`src/verilog/bpc_pkg.sv`:
```
// Purpose: Shared constants and carriers for the commutation PWM stage
// Assumes: 16-bit register port, four submodules, synchronous reset
// Notes: Per-submodule registers sit at addr[6:5] = submodule, addr[7] = 0
package bpc_pkg;
  localparam int SM_NUM = 4;
  localparam int DW = 16;
  localparam int AW = 8;
  localparam int CMP_NUM = 7;
  localparam int FLT_NUM = 4;
  // Per-submodule offsets in addr[4:0]
  localparam logic [4:0] OFF_CNT = 5'h00;
  localparam logic [4:0] OFF_INIT = 5'h01;
  localparam logic [4:0] OFF_COMPARE_VALUE_ZERO = 5'h02;
  localparam logic [4:0] OFF_SUBMODULE_CONTROL2_REG = 5'h09;
  localparam logic [4:0] OFF_OUTPUT_CONTROL_REG = 5'h0A;
  localparam logic [4:0] OFF_FAULT_DISABLE_MAP = 5'h0B;
  localparam logic [4:0] OFF_TRIGGER_CONTROL_REG = 5'h0C;
  localparam logic [4:0] OFF_SUBMODULE_IRQ_ENABLE_REG = 5'h0D;
  localparam logic [4:0] OFF_STS = 5'h0E;
  localparam logic [4:0] OFF_DT0 = 5'h0F;
  localparam logic [4:0] OFF_DT1 = 5'h10;
  // Global offsets
  localparam logic [7:0] ADR_OUTPUT_ENABLE_REG = 8'h80;
  localparam logic [7:0] ADR_MASK = 8'h81;
  localparam logic [7:0] ADR_SOFTWARE_OUTPUT_REG = 8'h82;
  localparam logic [7:0] ADR_SRCSEL = 8'h83;
  localparam logic [7:0] ADR_MASTER_CONTROL_REG = 8'h84;
  localparam logic [7:0] ADR_FAULT_CONTROL_REG = 8'h85;
  localparam logic [7:0] ADR_FAULT_STATUS_REG = 8'h86;
  // Field positions
  localparam int SUBMODULE_CONTROL2_REG_FRC_RLD_EN = 2;
  localparam int SUBMODULE_CONTROL2_REG_FRC_EXT_EN = 3;
  localparam int SUBMODULE_CONTROL2_REG_FORCE = 6;
  localparam int SUBMODULE_CONTROL2_REG_INDEPENDENT_MODE_BIT = 13;
  localparam int OUTPUT_CONTROL_REG_CHANNEL_A_POLARITY = 10;
  localparam int OUTPUT_CONTROL_REG_CHANNEL_B_POLARITY = 9;
  localparam int OUTPUT_CONTROL_REG_CHANNEL_X_POLARITY = 8;
  localparam int OUTPUT_CONTROL_REG_AFS = 4;
  localparam int OUTPUT_CONTROL_REG_BFS = 2;
  localparam int OUTPUT_CONTROL_REG_XFS = 0;
  localparam int FAULT_DISABLE_MAP_A_LSB = 0;
  localparam int FAULT_DISABLE_MAP_B_LSB = 4;
  localparam int FAULT_DISABLE_MAP_X_LSB = 8;
  localparam int TRIGGER_CONTROL_REG_TRIG0 = 0;
  localparam int IRQ_RELOAD = 12;
  localparam int IRQ_RLDERR = 13;
  localparam int OUT_X_LSB = 0;
  localparam int OUT_B_LSB = 4;
  localparam int OUT_A_LSB = 8;
  localparam int MASTER_CONTROL_REG_LDOK_LSB = 0;
  localparam int MASTER_CONTROL_REG_RUN_LSB = 8;
  localparam int MASTER_CONTROL_REG_PAIR_INVERSION_SELECT_LSB = 12;
  localparam int FAULT_CONTROL_REG_FIE_LSB = 0;
  localparam logic [1:0] SRC_GEN = 2'h0;
  localparam logic [1:0] SRC_INV = 2'h1;
  localparam logic [DW-1:0] RST_WORD = 16'h0000;

  typedef struct packed {
    logic [AW-1:0] addr;
    logic [DW-1:0] wdata;
    logic wr;
    logic rd;
  } bpc_bus_req_t;

  typedef struct packed {
    logic [DW-1:0] cnt;
    logic [DW-1:0] init;
    logic [CMP_NUM-1:0][DW-1:0] val;
    logic [CMP_NUM-1:0][DW-1:0] val_buf;
    logic dirty;
    logic [DW-1:0] submodule_control2_reg;
    logic [DW-1:0] output_control_reg;
    logic [DW-1:0] fault_disable_map;
    logic [DW-1:0] trigger_control_reg;
    logic [DW-1:0] submodule_irq_enable_reg;
    logic [DW-1:0] sts;
    logic [DW-1:0] dt0;
    logic [DW-1:0] dt1;
    logic [DW-1:0] dtcnt;
    logic base_q;
    logic a_q;
    logic b_q;
    logic x_q;
    logic trig_q;
  } bpc_sm_t;

  typedef struct packed {
    bpc_sm_t [SM_NUM-1:0] sm;
    logic [DW-1:0] output_enable_reg;
    logic [DW-1:0] mask_buf;
    logic [DW-1:0] mask_act;
    logic [DW-1:0] sel_buf;
    logic [DW-1:0] sel_act;
    logic [2*SM_NUM-1:0] sw_buf;
    logic [2*SM_NUM-1:0] sw_act;
    logic [SM_NUM-1:0] pair_inversion_select_buf;
    logic [SM_NUM-1:0] pair_inversion_select_act;
    logic [SM_NUM-1:0] ldok;
    logic [SM_NUM-1:0] run;
    logic [FLT_NUM-1:0] fault_irq_enable_bits;
    logic [FLT_NUM-1:0] fault_flag_bits;
    logic [DW-1:0] rdata;
  } bpc_state_t;
endpackage

```
`src/verilog/bpc_stage.sv`:
```
// Purpose: Complementary PWM output stage for six-step brushless commutation
// Assumes: Inputs synchronous to clk, plain register port, read data one cycle late
// Notes: Output path is mask, fault, polarity, then output enable
// What this block does
// - Trigger zero fires when counter equals compare zero
// - Separate polarity bits make A, B, X active-low
// - Mapped active fault inputs disable each output
// - Disabled output takes fault level before polarity
// - Fault flags are write-one-to-clear
// - Reload, fault and reload-error interrupt sources exist
// - Compare matches 0 to 6 raise selectable interrupts
// - Interrupt enables and requests are per submodule, except the global fault irq
// - Fault enable bits gate fault flag interrupts
// - Run bit enables counter, else counter held at init
// - Output enable register gates each A, B, X pin
// - Commutation controls buffered until force-out event
// - Force-out from software bit, external input, reload
// - Mask forces chosen outputs inactive, even complementary
// - Pair 23 source field: generated, inverted, software
// - Inversion select chooses 23 or 45 pair
// - All mask bits set stops every output
// - Pairs complementary with dead time unless independent
// - Dead time counted in clock cycles, two counts
// - Edge-aligned: count to compare one, edges two/three
`timescale 1ns/1ps
module bpc_stage (
  input wire logic clk,
  input wire logic srst,
  input wire bpc_pkg::bpc_bus_req_t bus_req,
  output logic [bpc_pkg::DW-1:0] rd_data,
  input wire logic [bpc_pkg::FLT_NUM-1:0] fault_input_n,
  input wire logic external_force_input,
  output logic [bpc_pkg::SM_NUM-1:0] pwm_a,
  output logic [bpc_pkg::SM_NUM-1:0] pwm_b,
  output logic [bpc_pkg::SM_NUM-1:0] pwm_x,
  output logic [bpc_pkg::SM_NUM-1:0] pwm_a_en,
  output logic [bpc_pkg::SM_NUM-1:0] pwm_b_en,
  output logic [bpc_pkg::SM_NUM-1:0] pwm_x_en,
  output logic [bpc_pkg::SM_NUM-1:0] trigger_out_zero,
  output logic [bpc_pkg::SM_NUM-1:0] sm_irq,
  output logic fault_irq
);
  import bpc_pkg::*;

  bpc_state_t st_r;
  bpc_state_t st_nxt;

  // Source selection shared by both signal pairs
  function automatic logic pick_src(input logic [1:0] sel, input logic gen, input logic sw);
    logic r;
    r = sw;
    if (sel == SRC_GEN) begin
      r = gen;
    end else if (sel == SRC_INV) begin
      r = ~gen;
    end
    return r;
  endfunction

  // Window compare used for both edge pairs
  function automatic logic in_window(input logic [DW-1:0] c, input logic [DW-1:0] lo,
                                     input logic [DW-1:0] hi);
    return (c >= lo) && (c < hi);
  endfunction

  // Per-submodule window, shared by reads and writes
  function automatic logic sm_hit(input logic [AW-1:0] a, input int idx);
    return !a[7] && (a[6:5] == 2'(idx));
  endfunction

  // Seven compare value slots in a row
  function automatic logic is_val_off(input logic [4:0] o);
    return (o >= OFF_COMPARE_VALUE_ZERO) && (o < OFF_COMPARE_VALUE_ZERO + 5'(CMP_NUM));
  endfunction

  // Any mapped fault input active
  function automatic logic fault_hit(input logic [FLT_NUM-1:0] flt,
                                     input logic [FLT_NUM-1:0] map);
    return |(flt & map);
  endfunction

  // Counter at the top of its period, so a reload is due
  function automatic logic at_reload(input bpc_sm_t s, input logic run);
    return run && (s.cnt == s.val[1]);
  endfunction

  always_comb begin
    logic wr_sm;
    logic rd_sm;
    logic [4:0] off;
    logic reload;
    logic force_ev;
    logic frc_wr;
    logic p23;
    logic p45;
    logic s23;
    logic s45;
    logic base;
    logic a_raw;
    logic b_raw;
    logic x_raw;
    logic independent_mode_bit;
    logic [DW-1:0] wd;
    wr_sm = 1'b0;
    rd_sm = 1'b0;
    off = bus_req.addr[4:0];
    reload = 1'b0;
    force_ev = 1'b0;
    frc_wr = 1'b0;
    p23 = 1'b0;
    p45 = 1'b0;
    s23 = 1'b0;
    s45 = 1'b0;
    base = 1'b0;
    a_raw = 1'b0;
    b_raw = 1'b0;
    x_raw = 1'b0;
    independent_mode_bit = 1'b0;
    wd = bus_req.wdata;
    st_nxt = st_r;
    st_nxt.rdata = RST_WORD;

    // Force-out sources gathered from submodule 0
    frc_wr = bus_req.wr && (bus_req.addr == {1'b0, 2'h0, OFF_SUBMODULE_CONTROL2_REG}) && wd[SUBMODULE_CONTROL2_REG_FORCE];
    force_ev = frc_wr;
    if (st_r.sm[0].submodule_control2_reg[SUBMODULE_CONTROL2_REG_FRC_EXT_EN] && external_force_input) begin
      force_ev = 1'b1;
    end
    if (st_r.sm[0].submodule_control2_reg[SUBMODULE_CONTROL2_REG_FRC_RLD_EN] && at_reload(st_r.sm[0], st_r.run[0])) begin
      force_ev = 1'b1;
    end

    // Global register writes and reads
    if (bus_req.wr) begin
      case (bus_req.addr)
        ADR_OUTPUT_ENABLE_REG: st_nxt.output_enable_reg = wd;
        ADR_MASK: st_nxt.mask_buf = wd;
        ADR_SOFTWARE_OUTPUT_REG: st_nxt.sw_buf = wd[2*SM_NUM-1:0];
        ADR_SRCSEL: st_nxt.sel_buf = wd;
        ADR_MASTER_CONTROL_REG: begin
          st_nxt.ldok = wd[MASTER_CONTROL_REG_LDOK_LSB +: SM_NUM];
          st_nxt.run = wd[MASTER_CONTROL_REG_RUN_LSB +: SM_NUM];
          st_nxt.pair_inversion_select_buf = wd[MASTER_CONTROL_REG_PAIR_INVERSION_SELECT_LSB +: SM_NUM];
        end
        ADR_FAULT_CONTROL_REG: st_nxt.fault_irq_enable_bits = wd[FAULT_CONTROL_REG_FIE_LSB +: FLT_NUM];
        ADR_FAULT_STATUS_REG: st_nxt.fault_flag_bits = st_r.fault_flag_bits & ~wd[FLT_NUM-1:0];
        default: st_nxt.output_enable_reg = st_nxt.output_enable_reg;
      endcase
    end
    if (bus_req.rd) begin
      case (bus_req.addr)
        ADR_OUTPUT_ENABLE_REG: st_nxt.rdata = st_r.output_enable_reg;
        ADR_MASK: st_nxt.rdata = st_r.mask_buf;
        ADR_SOFTWARE_OUTPUT_REG: st_nxt.rdata[2*SM_NUM-1:0] = st_r.sw_buf;
        ADR_SRCSEL: st_nxt.rdata = st_r.sel_buf;
        ADR_MASTER_CONTROL_REG: begin
          st_nxt.rdata[MASTER_CONTROL_REG_LDOK_LSB +: SM_NUM] = st_r.ldok;
          st_nxt.rdata[MASTER_CONTROL_REG_RUN_LSB +: SM_NUM] = st_r.run;
          st_nxt.rdata[MASTER_CONTROL_REG_PAIR_INVERSION_SELECT_LSB +: SM_NUM] = st_r.pair_inversion_select_buf;
        end
        ADR_FAULT_CONTROL_REG: st_nxt.rdata[FAULT_CONTROL_REG_FIE_LSB +: FLT_NUM] = st_r.fault_irq_enable_bits;
        ADR_FAULT_STATUS_REG: st_nxt.rdata[FLT_NUM-1:0] = st_r.fault_flag_bits;
        default: st_nxt.rdata = RST_WORD;
      endcase
    end

    // Fault flags latch after the clear, so a new fault wins
    st_nxt.fault_flag_bits = st_nxt.fault_flag_bits | fault_input_n;

    // All four commutation controls move together, never a mixed set
    if (force_ev) begin
      st_nxt.mask_act = st_r.mask_buf;
      st_nxt.sel_act = st_r.sel_buf;
      st_nxt.sw_act = st_r.sw_buf;
      st_nxt.pair_inversion_select_act = st_r.pair_inversion_select_buf;
    end

    for (int i = 0; i < SM_NUM; i++) begin
      wr_sm = bus_req.wr && sm_hit(bus_req.addr, i);
      rd_sm = bus_req.rd && sm_hit(bus_req.addr, i);

      // Submodule register writes
      if (wr_sm) begin
        if (off == OFF_INIT) begin
          st_nxt.sm[i].init = wd;
        end else if (is_val_off(off)) begin
          st_nxt.sm[i].val_buf[3'(off - OFF_COMPARE_VALUE_ZERO)] = wd;
          st_nxt.sm[i].dirty = 1'b1;
        end else if (off == OFF_SUBMODULE_CONTROL2_REG) begin
          st_nxt.sm[i].submodule_control2_reg = wd;
          // Force is a strobe, never stored, so it reads back as zero
          st_nxt.sm[i].submodule_control2_reg[SUBMODULE_CONTROL2_REG_FORCE] = 1'b0;
        end else if (off == OFF_OUTPUT_CONTROL_REG) begin
          st_nxt.sm[i].output_control_reg = wd;
        end else if (off == OFF_FAULT_DISABLE_MAP) begin
          st_nxt.sm[i].fault_disable_map = wd;
        end else if (off == OFF_TRIGGER_CONTROL_REG) begin
          st_nxt.sm[i].trigger_control_reg = wd;
        end else if (off == OFF_SUBMODULE_IRQ_ENABLE_REG) begin
          st_nxt.sm[i].submodule_irq_enable_reg = wd;
        end else if (off == OFF_STS) begin
          // Flag sets further down win over this clear
          st_nxt.sm[i].sts = st_r.sm[i].sts & ~wd;
        end else if (off == OFF_DT0) begin
          st_nxt.sm[i].dt0 = wd;
        end else if (off == OFF_DT1) begin
          st_nxt.sm[i].dt1 = wd;
        end
      end

      // Submodule register reads
      if (rd_sm) begin
        if (off == OFF_CNT) begin
          st_nxt.rdata = st_r.sm[i].cnt;
        end else if (off == OFF_INIT) begin
          st_nxt.rdata = st_r.sm[i].init;
        end else if (is_val_off(off)) begin
          st_nxt.rdata = st_r.sm[i].val_buf[3'(off - OFF_COMPARE_VALUE_ZERO)];
        end else if (off == OFF_SUBMODULE_CONTROL2_REG) begin
          st_nxt.rdata = st_r.sm[i].submodule_control2_reg;
        end else if (off == OFF_OUTPUT_CONTROL_REG) begin
          st_nxt.rdata = st_r.sm[i].output_control_reg;
        end else if (off == OFF_FAULT_DISABLE_MAP) begin
          st_nxt.rdata = st_r.sm[i].fault_disable_map;
        end else if (off == OFF_TRIGGER_CONTROL_REG) begin
          st_nxt.rdata = st_r.sm[i].trigger_control_reg;
        end else if (off == OFF_SUBMODULE_IRQ_ENABLE_REG) begin
          st_nxt.rdata = st_r.sm[i].submodule_irq_enable_reg;
        end else if (off == OFF_STS) begin
          st_nxt.rdata = st_r.sm[i].sts;
        end else if (off == OFF_DT0) begin
          st_nxt.rdata = st_r.sm[i].dt0;
        end else if (off == OFF_DT1) begin
          st_nxt.rdata = st_r.sm[i].dt1;
        end
      end

      // Counter runs from init up to compare one
      reload = at_reload(st_r.sm[i], st_r.run[i]);
      if (!st_r.run[i]) begin
        st_nxt.sm[i].cnt = st_r.sm[i].init;
      end else if (reload) begin
        st_nxt.sm[i].cnt = st_r.sm[i].init;
      end else begin
        st_nxt.sm[i].cnt = DW'(st_r.sm[i].cnt + 1'b1);
      end

      // Compare values only move as a confirmed set at reload
      if (reload) begin
        st_nxt.sm[i].sts[IRQ_RELOAD] = 1'b1;
        if (st_r.ldok[i]) begin
          st_nxt.sm[i].val = st_r.sm[i].val_buf;
          st_nxt.sm[i].dirty = 1'b0;
          st_nxt.ldok[i] = 1'b0;
        end else if (st_r.sm[i].dirty) begin
          st_nxt.sm[i].sts[IRQ_RLDERR] = 1'b1;
        end
      end
      // Only a running counter can match, a held one raises nothing
      for (int k = 0; k < CMP_NUM; k++) begin
        if (st_r.run[i] && st_r.sm[i].cnt == st_r.sm[i].val[k]) begin
          st_nxt.sm[i].sts[k] = 1'b1;
        end
      end

      st_nxt.sm[i].trig_q = st_r.sm[i].trigger_control_reg[TRIGGER_CONTROL_REG_TRIG0] && st_r.run[i] &&
                            (st_r.sm[i].cnt == st_r.sm[i].val[0]);

      // Signal generation and source selection
      p23 = in_window(st_r.sm[i].cnt, st_r.sm[i].val[2], st_r.sm[i].val[3]);
      p45 = in_window(st_r.sm[i].cnt, st_r.sm[i].val[4], st_r.sm[i].val[5]);
      s23 = pick_src(st_r.sel_act[4*i+2 +: 2], p23, st_r.sw_act[2*i+1]);
      s45 = pick_src(st_r.sel_act[4*i +: 2], p45, st_r.sw_act[2*i]);
      base = st_r.pair_inversion_select_act[i] ? s45 : s23;
      independent_mode_bit = st_r.sm[i].submodule_control2_reg[SUBMODULE_CONTROL2_REG_INDEPENDENT_MODE_BIT];

      // Each edge holds both switches off for its own count
      // A base change inside the dead band restarts it, so short pulses vanish
      st_nxt.sm[i].base_q = base;
      if (base != st_r.sm[i].base_q) begin
        st_nxt.sm[i].dtcnt = base ? st_r.sm[i].dt0 : st_r.sm[i].dt1;
      end else if (st_r.sm[i].dtcnt != RST_WORD) begin
        st_nxt.sm[i].dtcnt = DW'(st_r.sm[i].dtcnt - 1'b1);
      end
      if (independent_mode_bit) begin
        a_raw = s23;
        b_raw = s45;
      end else begin
        a_raw = st_r.sm[i].base_q && (st_r.sm[i].dtcnt == RST_WORD);
        b_raw = !st_r.sm[i].base_q && (st_r.sm[i].dtcnt == RST_WORD);
      end
      // X stays high until the count reaches compare zero
      x_raw = st_r.sm[i].cnt < st_r.sm[i].val[0];

      // Masking works in complementary mode too
      a_raw = a_raw && !st_r.mask_act[OUT_A_LSB + i];
      b_raw = b_raw && !st_r.mask_act[OUT_B_LSB + i];
      x_raw = x_raw && !st_r.mask_act[OUT_X_LSB + i];

      // Fault level replaces the signal ahead of polarity
      if (fault_hit(fault_input_n, st_r.sm[i].fault_disable_map[FAULT_DISABLE_MAP_A_LSB +: FLT_NUM])) begin
        a_raw = st_r.sm[i].output_control_reg[OUTPUT_CONTROL_REG_AFS];
      end
      if (fault_hit(fault_input_n, st_r.sm[i].fault_disable_map[FAULT_DISABLE_MAP_B_LSB +: FLT_NUM])) begin
        b_raw = st_r.sm[i].output_control_reg[OUTPUT_CONTROL_REG_BFS];
      end
      if (fault_hit(fault_input_n, st_r.sm[i].fault_disable_map[FAULT_DISABLE_MAP_X_LSB +: FLT_NUM])) begin
        x_raw = st_r.sm[i].output_control_reg[OUTPUT_CONTROL_REG_XFS];
      end

      st_nxt.sm[i].a_q = a_raw ^ st_r.sm[i].output_control_reg[OUTPUT_CONTROL_REG_CHANNEL_A_POLARITY];
      st_nxt.sm[i].b_q = b_raw ^ st_r.sm[i].output_control_reg[OUTPUT_CONTROL_REG_CHANNEL_B_POLARITY];
      st_nxt.sm[i].x_q = x_raw ^ st_r.sm[i].output_control_reg[OUTPUT_CONTROL_REG_CHANNEL_X_POLARITY];
    end
  end

  // Reset clears every run bit, so each counter restarts from init
  always_ff @(posedge clk) begin
    if (srst) begin
      st_r <= '0;
    end else begin
      st_r <= st_nxt;
    end
  end

  always_comb begin
    // Read data is zero outside the cycle after a read
    rd_data = st_r.rdata;
    fault_irq = |(st_r.fault_flag_bits & st_r.fault_irq_enable_bits);
    for (int i = 0; i < SM_NUM; i++) begin
      pwm_a[i] = st_r.sm[i].a_q;
      pwm_b[i] = st_r.sm[i].b_q;
      pwm_x[i] = st_r.sm[i].x_q;
      pwm_a_en[i] = st_r.output_enable_reg[OUT_A_LSB + i];
      pwm_b_en[i] = st_r.output_enable_reg[OUT_B_LSB + i];
      pwm_x_en[i] = st_r.output_enable_reg[OUT_X_LSB + i];
      trigger_out_zero[i] = st_r.sm[i].trig_q;
      sm_irq[i] = |(st_r.sm[i].sts & st_r.sm[i].submodule_irq_enable_reg);
    end
  end
endmodule

```
`config.mk`:
```
export PLATFORM = sky130hd
export DESIGN_NAME = bpc_stage
export DESIGN_NICKNAME = d
export VERILOG_FILES = /design/src/verilog/bpc_pkg.sv /design/src/verilog/bpc_stage.sv
export SDC_FILE = /design/constraint.sdc
export NUM_CORES = 2
export LEC_CHECK = 0
export ABC_AREA = 0
export BUFFER_PORTS_ARGS = -buffer_cell sky130_fd_sc_hd__buf_2
export CORE_ASPECT_RATIO = 0.5
export CORE_UTILIZATION = 46
export DETAILED_ROUTE_END_ITERATION = 7
export SYNTH_ARGS = -nofsm -noshare
export SYNTH_HDL_FRONTEND = slang
export SYNTH_SLANG_ARGS = --single-unit
export TNS_END_PERCENT = 5
```
`constraint.sdc`:
```
create_clock -name clk -period 4.6 [get_ports clk]
set_clock_uncertainty 0.15 [all_clocks]
set_input_delay 0 -clock clk [delete_from_list [all_inputs] [get_ports clk]]
set_output_delay 0 -clock clk [all_outputs]
set_load 0.02 [all_outputs]
```
==> impl_metrics.toml <==
[cells_and_area]
area_delta_synth_final_pct = 11.31
final_common_cell = "nand2_1"
multi_input_area_um2 = 45250
mostFrequentLayoutCells = "nand2_1 (3202), a21oi_1 (1779), dfxtp_1 (1752), nor2_1 (580), buf_4 (377)"
drive_gt1_frac = 0.08429
final_nets = 11270
stdcell_area_um2 = 94700
fillCellCount = 17963
seqCellArea_um2 = 35070

[clock_tree]
cts_made_buffers = 171
cts_max_level = 4
cts_resized = 0
ctsHoldBuffers = 37
cts_tree = "yes"
cts_sinks = 1752
path_clk_slew_ns = 0.07
worstSkewPairLatency_ns = 0.86
post_cts_buffers = 0
cts_buffer_depth = 4
cts_root_buf = "clkbuf_16"

[timing]
period_needed_ns = 4.201
timing_hold_violations_final = 0
slew_headroom = 0.06711
worst_pin_slew_ns = 1.381
finalSetupViolations = 0
fin_setup_tns_ns = 0
holdWs_ns = 0.04549
worst_slack_ns = 0.3990
fmax_ghz = 0.2380
rsz0062_at_grt = "false"
post-route-period-util = 0.9133
finalMaxSlewViolations = 0

[floorplanning]
rows = 111
ios = 82
initial_core_util = 0.4637
dieArea_um2 = 186800
coreArea_um2 = 183500
die_w_um = 610.2
dieHeight_um = 306.1

[synth]
yosys.cell_types.count = 85
synth_top_area_frac = 0.4123
syn_area_per_cell_um2 = 7.652
yosysSeqAreaShare = 0.4123
yosys-top-cells-area = "dfxtp_1 (41%), nand2_1 (14%), a21oi_1 (10%)"
async_reset_ff_frac = 0
yosysTopAreaCell = "dfxtp_1"
postSynthCellCount = 11118
synth_warnings = 0
ys_seq_elements = 1752
synth_nets = 11484
syn_area_um2 = 85080
synth_edf_count = 0
ys.flop_type = "dfxtp_1"

[place]
place_ws_ns = 0.6128
globalplace.congestion = 1.115
portBuffers = 81
place_area_um2 = 88550
hpwl_mm = 262.7

[grt]
grt_remaining_overflow = 0
grt_antenna_before_repair = 18
grt_usage = 0.3929
grt_pass1_wl_mm = 541.1
grt_pass1_vias = 74763
grt_max_degree = 223

[worst_setup_path]
start_kind = "flip-flop"
required_ns = 5.17
r2r_end = "st_r[557]"
cp_max_fo = 14
r2r-start = "st_r[940]"
cp.arrival_ns = 4.77
r2r_slack_ns = 0.40
startpoint = "st_r[940]"
reg2reg_depth = 11
endpoint_kind = "flip-flop"
crit_end = "st_r[557]"
worstSetupPathType = "flip-flop to flip-flop"

[drt]
avgRoutedWirePerCell_um = 28.12
drt_first_pass_iters = 7
wl_mm = 380.4
vias = 83070
antenna_left = 0
drt-vias-per-instance = 6.141
drt-initial-drc-count = 11603
drc = 0

[power_and_ir_drop]
irDropWorstVdd_mv = 0.2532
powerDensity_nw_per_um2 = 366.3
p_leak_uw = 0.03313
p_total_uw = 34690

[job]
maxCapViolCount = 0

[status]
status = "completed"

[worst_hold_path]
hp-class = "input pin to flip-flop"
==> critical path, stage by stage (launching register included) <==
cell and delay, ns:
dfxtp_1 0.97, ha_1 0.38, and4_1 0.16, a221oi_1 0.24, o21ai_0 0.14, a221oi_1 0.51, nand2_1 0.11, a22o_1 0.24
o31ai_4 0.28, xor2_1 0.24, a21o_1 0.53, nor2_1 0.13
==> power breakdown <==
group,switching [uW],internal (uW)
Clock,6610,8510
Combinational,2470,1430
Sequential,243,15400
Total,9320,25400
==> final cells by class <==
| cell class | instances | share of cell area |
|---|---|---|
| multi-input combinational | 8127 | 0.4778 |
| sequential | 1752 | 0.3704 |
| clock buffer | 238 | 0.05200 |
| timing repair buffer | 511 | 0.04437 |
| tap | 2486 | 0.03285 |
| inverter | 341 | 0.01352 |
| clock inverter | 64 | 0.008852 |
| antenna | 8 | 0.0002114 |
==> through the flow <==
stage | cells | util
global route | 13520 | 0.5161
global placement | 13180 | 0.4826
CTS | 13519 | 0.5161
detailed placement | 13180 | 0.4826
floorplan | 11118 | -
finish | 13527 | 0.5162
==> synth_stat cells (86+ instances only) <==
cell      number
nand2_1     3210
a21oi_1     1779
dfxtp_1     1752
clkbuf_1     724
nor2_1       585
inv_1        338
ha_1         333
mux2i_1      269
o21ai_0      259
xnor2_1      170
nand3_1      141
a22oi_1      111
a221oi_1      86
nand4_1       86
==> routing by layer <==
layer  wire length [um]  vias to the layer above  GRT usage
li1                   -                    37275          -
met4              19400                       12     0.1700
met2             152000                     4614     0.5517
met1             163500                    40212     0.5568
met3              45450                      957     0.1111
met5                 69                        -          0
==> logic make-up (layout without fill, tap and decap cells) <==
group	count (synthesis)	after routing	synth area share
other cells	0	8	0
buf+inv	1239	1154	0.05789
fa+ha+maj	333	333	0.04897
compound gates	2777	2777	0.1895
flops	1752	1752	0.4123
xor+xnor	255	255	0.02625
mux	387	387	0.05667
simple gates	4375	4375	0.2085
==> state kept, by name, indices dropped and copies added (netlist names) <==
name              cells
st_r               1708
rd_data              16
pwm_a                 4
pwm_a_en              4
pwm_b                 4
pwm_b_en              4
pwm_x                 4
pwm_x_en              4
trigger_out_zero      4
==> worst min path at each step <==
stage,start,endpoint,slack (ns),depth (start not counted)
3_5_place_dp,pwm_b[1],pwm_b[1],0.26,1
6_report,bus_req[9],st_r[1559],0.05,4
4_1_cts,bus_req[9],st_r[1511],0.01,4
2_1_floorplan,bus_req[14],st_r[607],0.06,3
5_1_grt,bus_req[9],st_r[1527],0.05,4
3_3_place_gp,pwm_b[1],pwm_b[1],0.27,1
No activity file was read; power rests on OpenSTA's default activity.
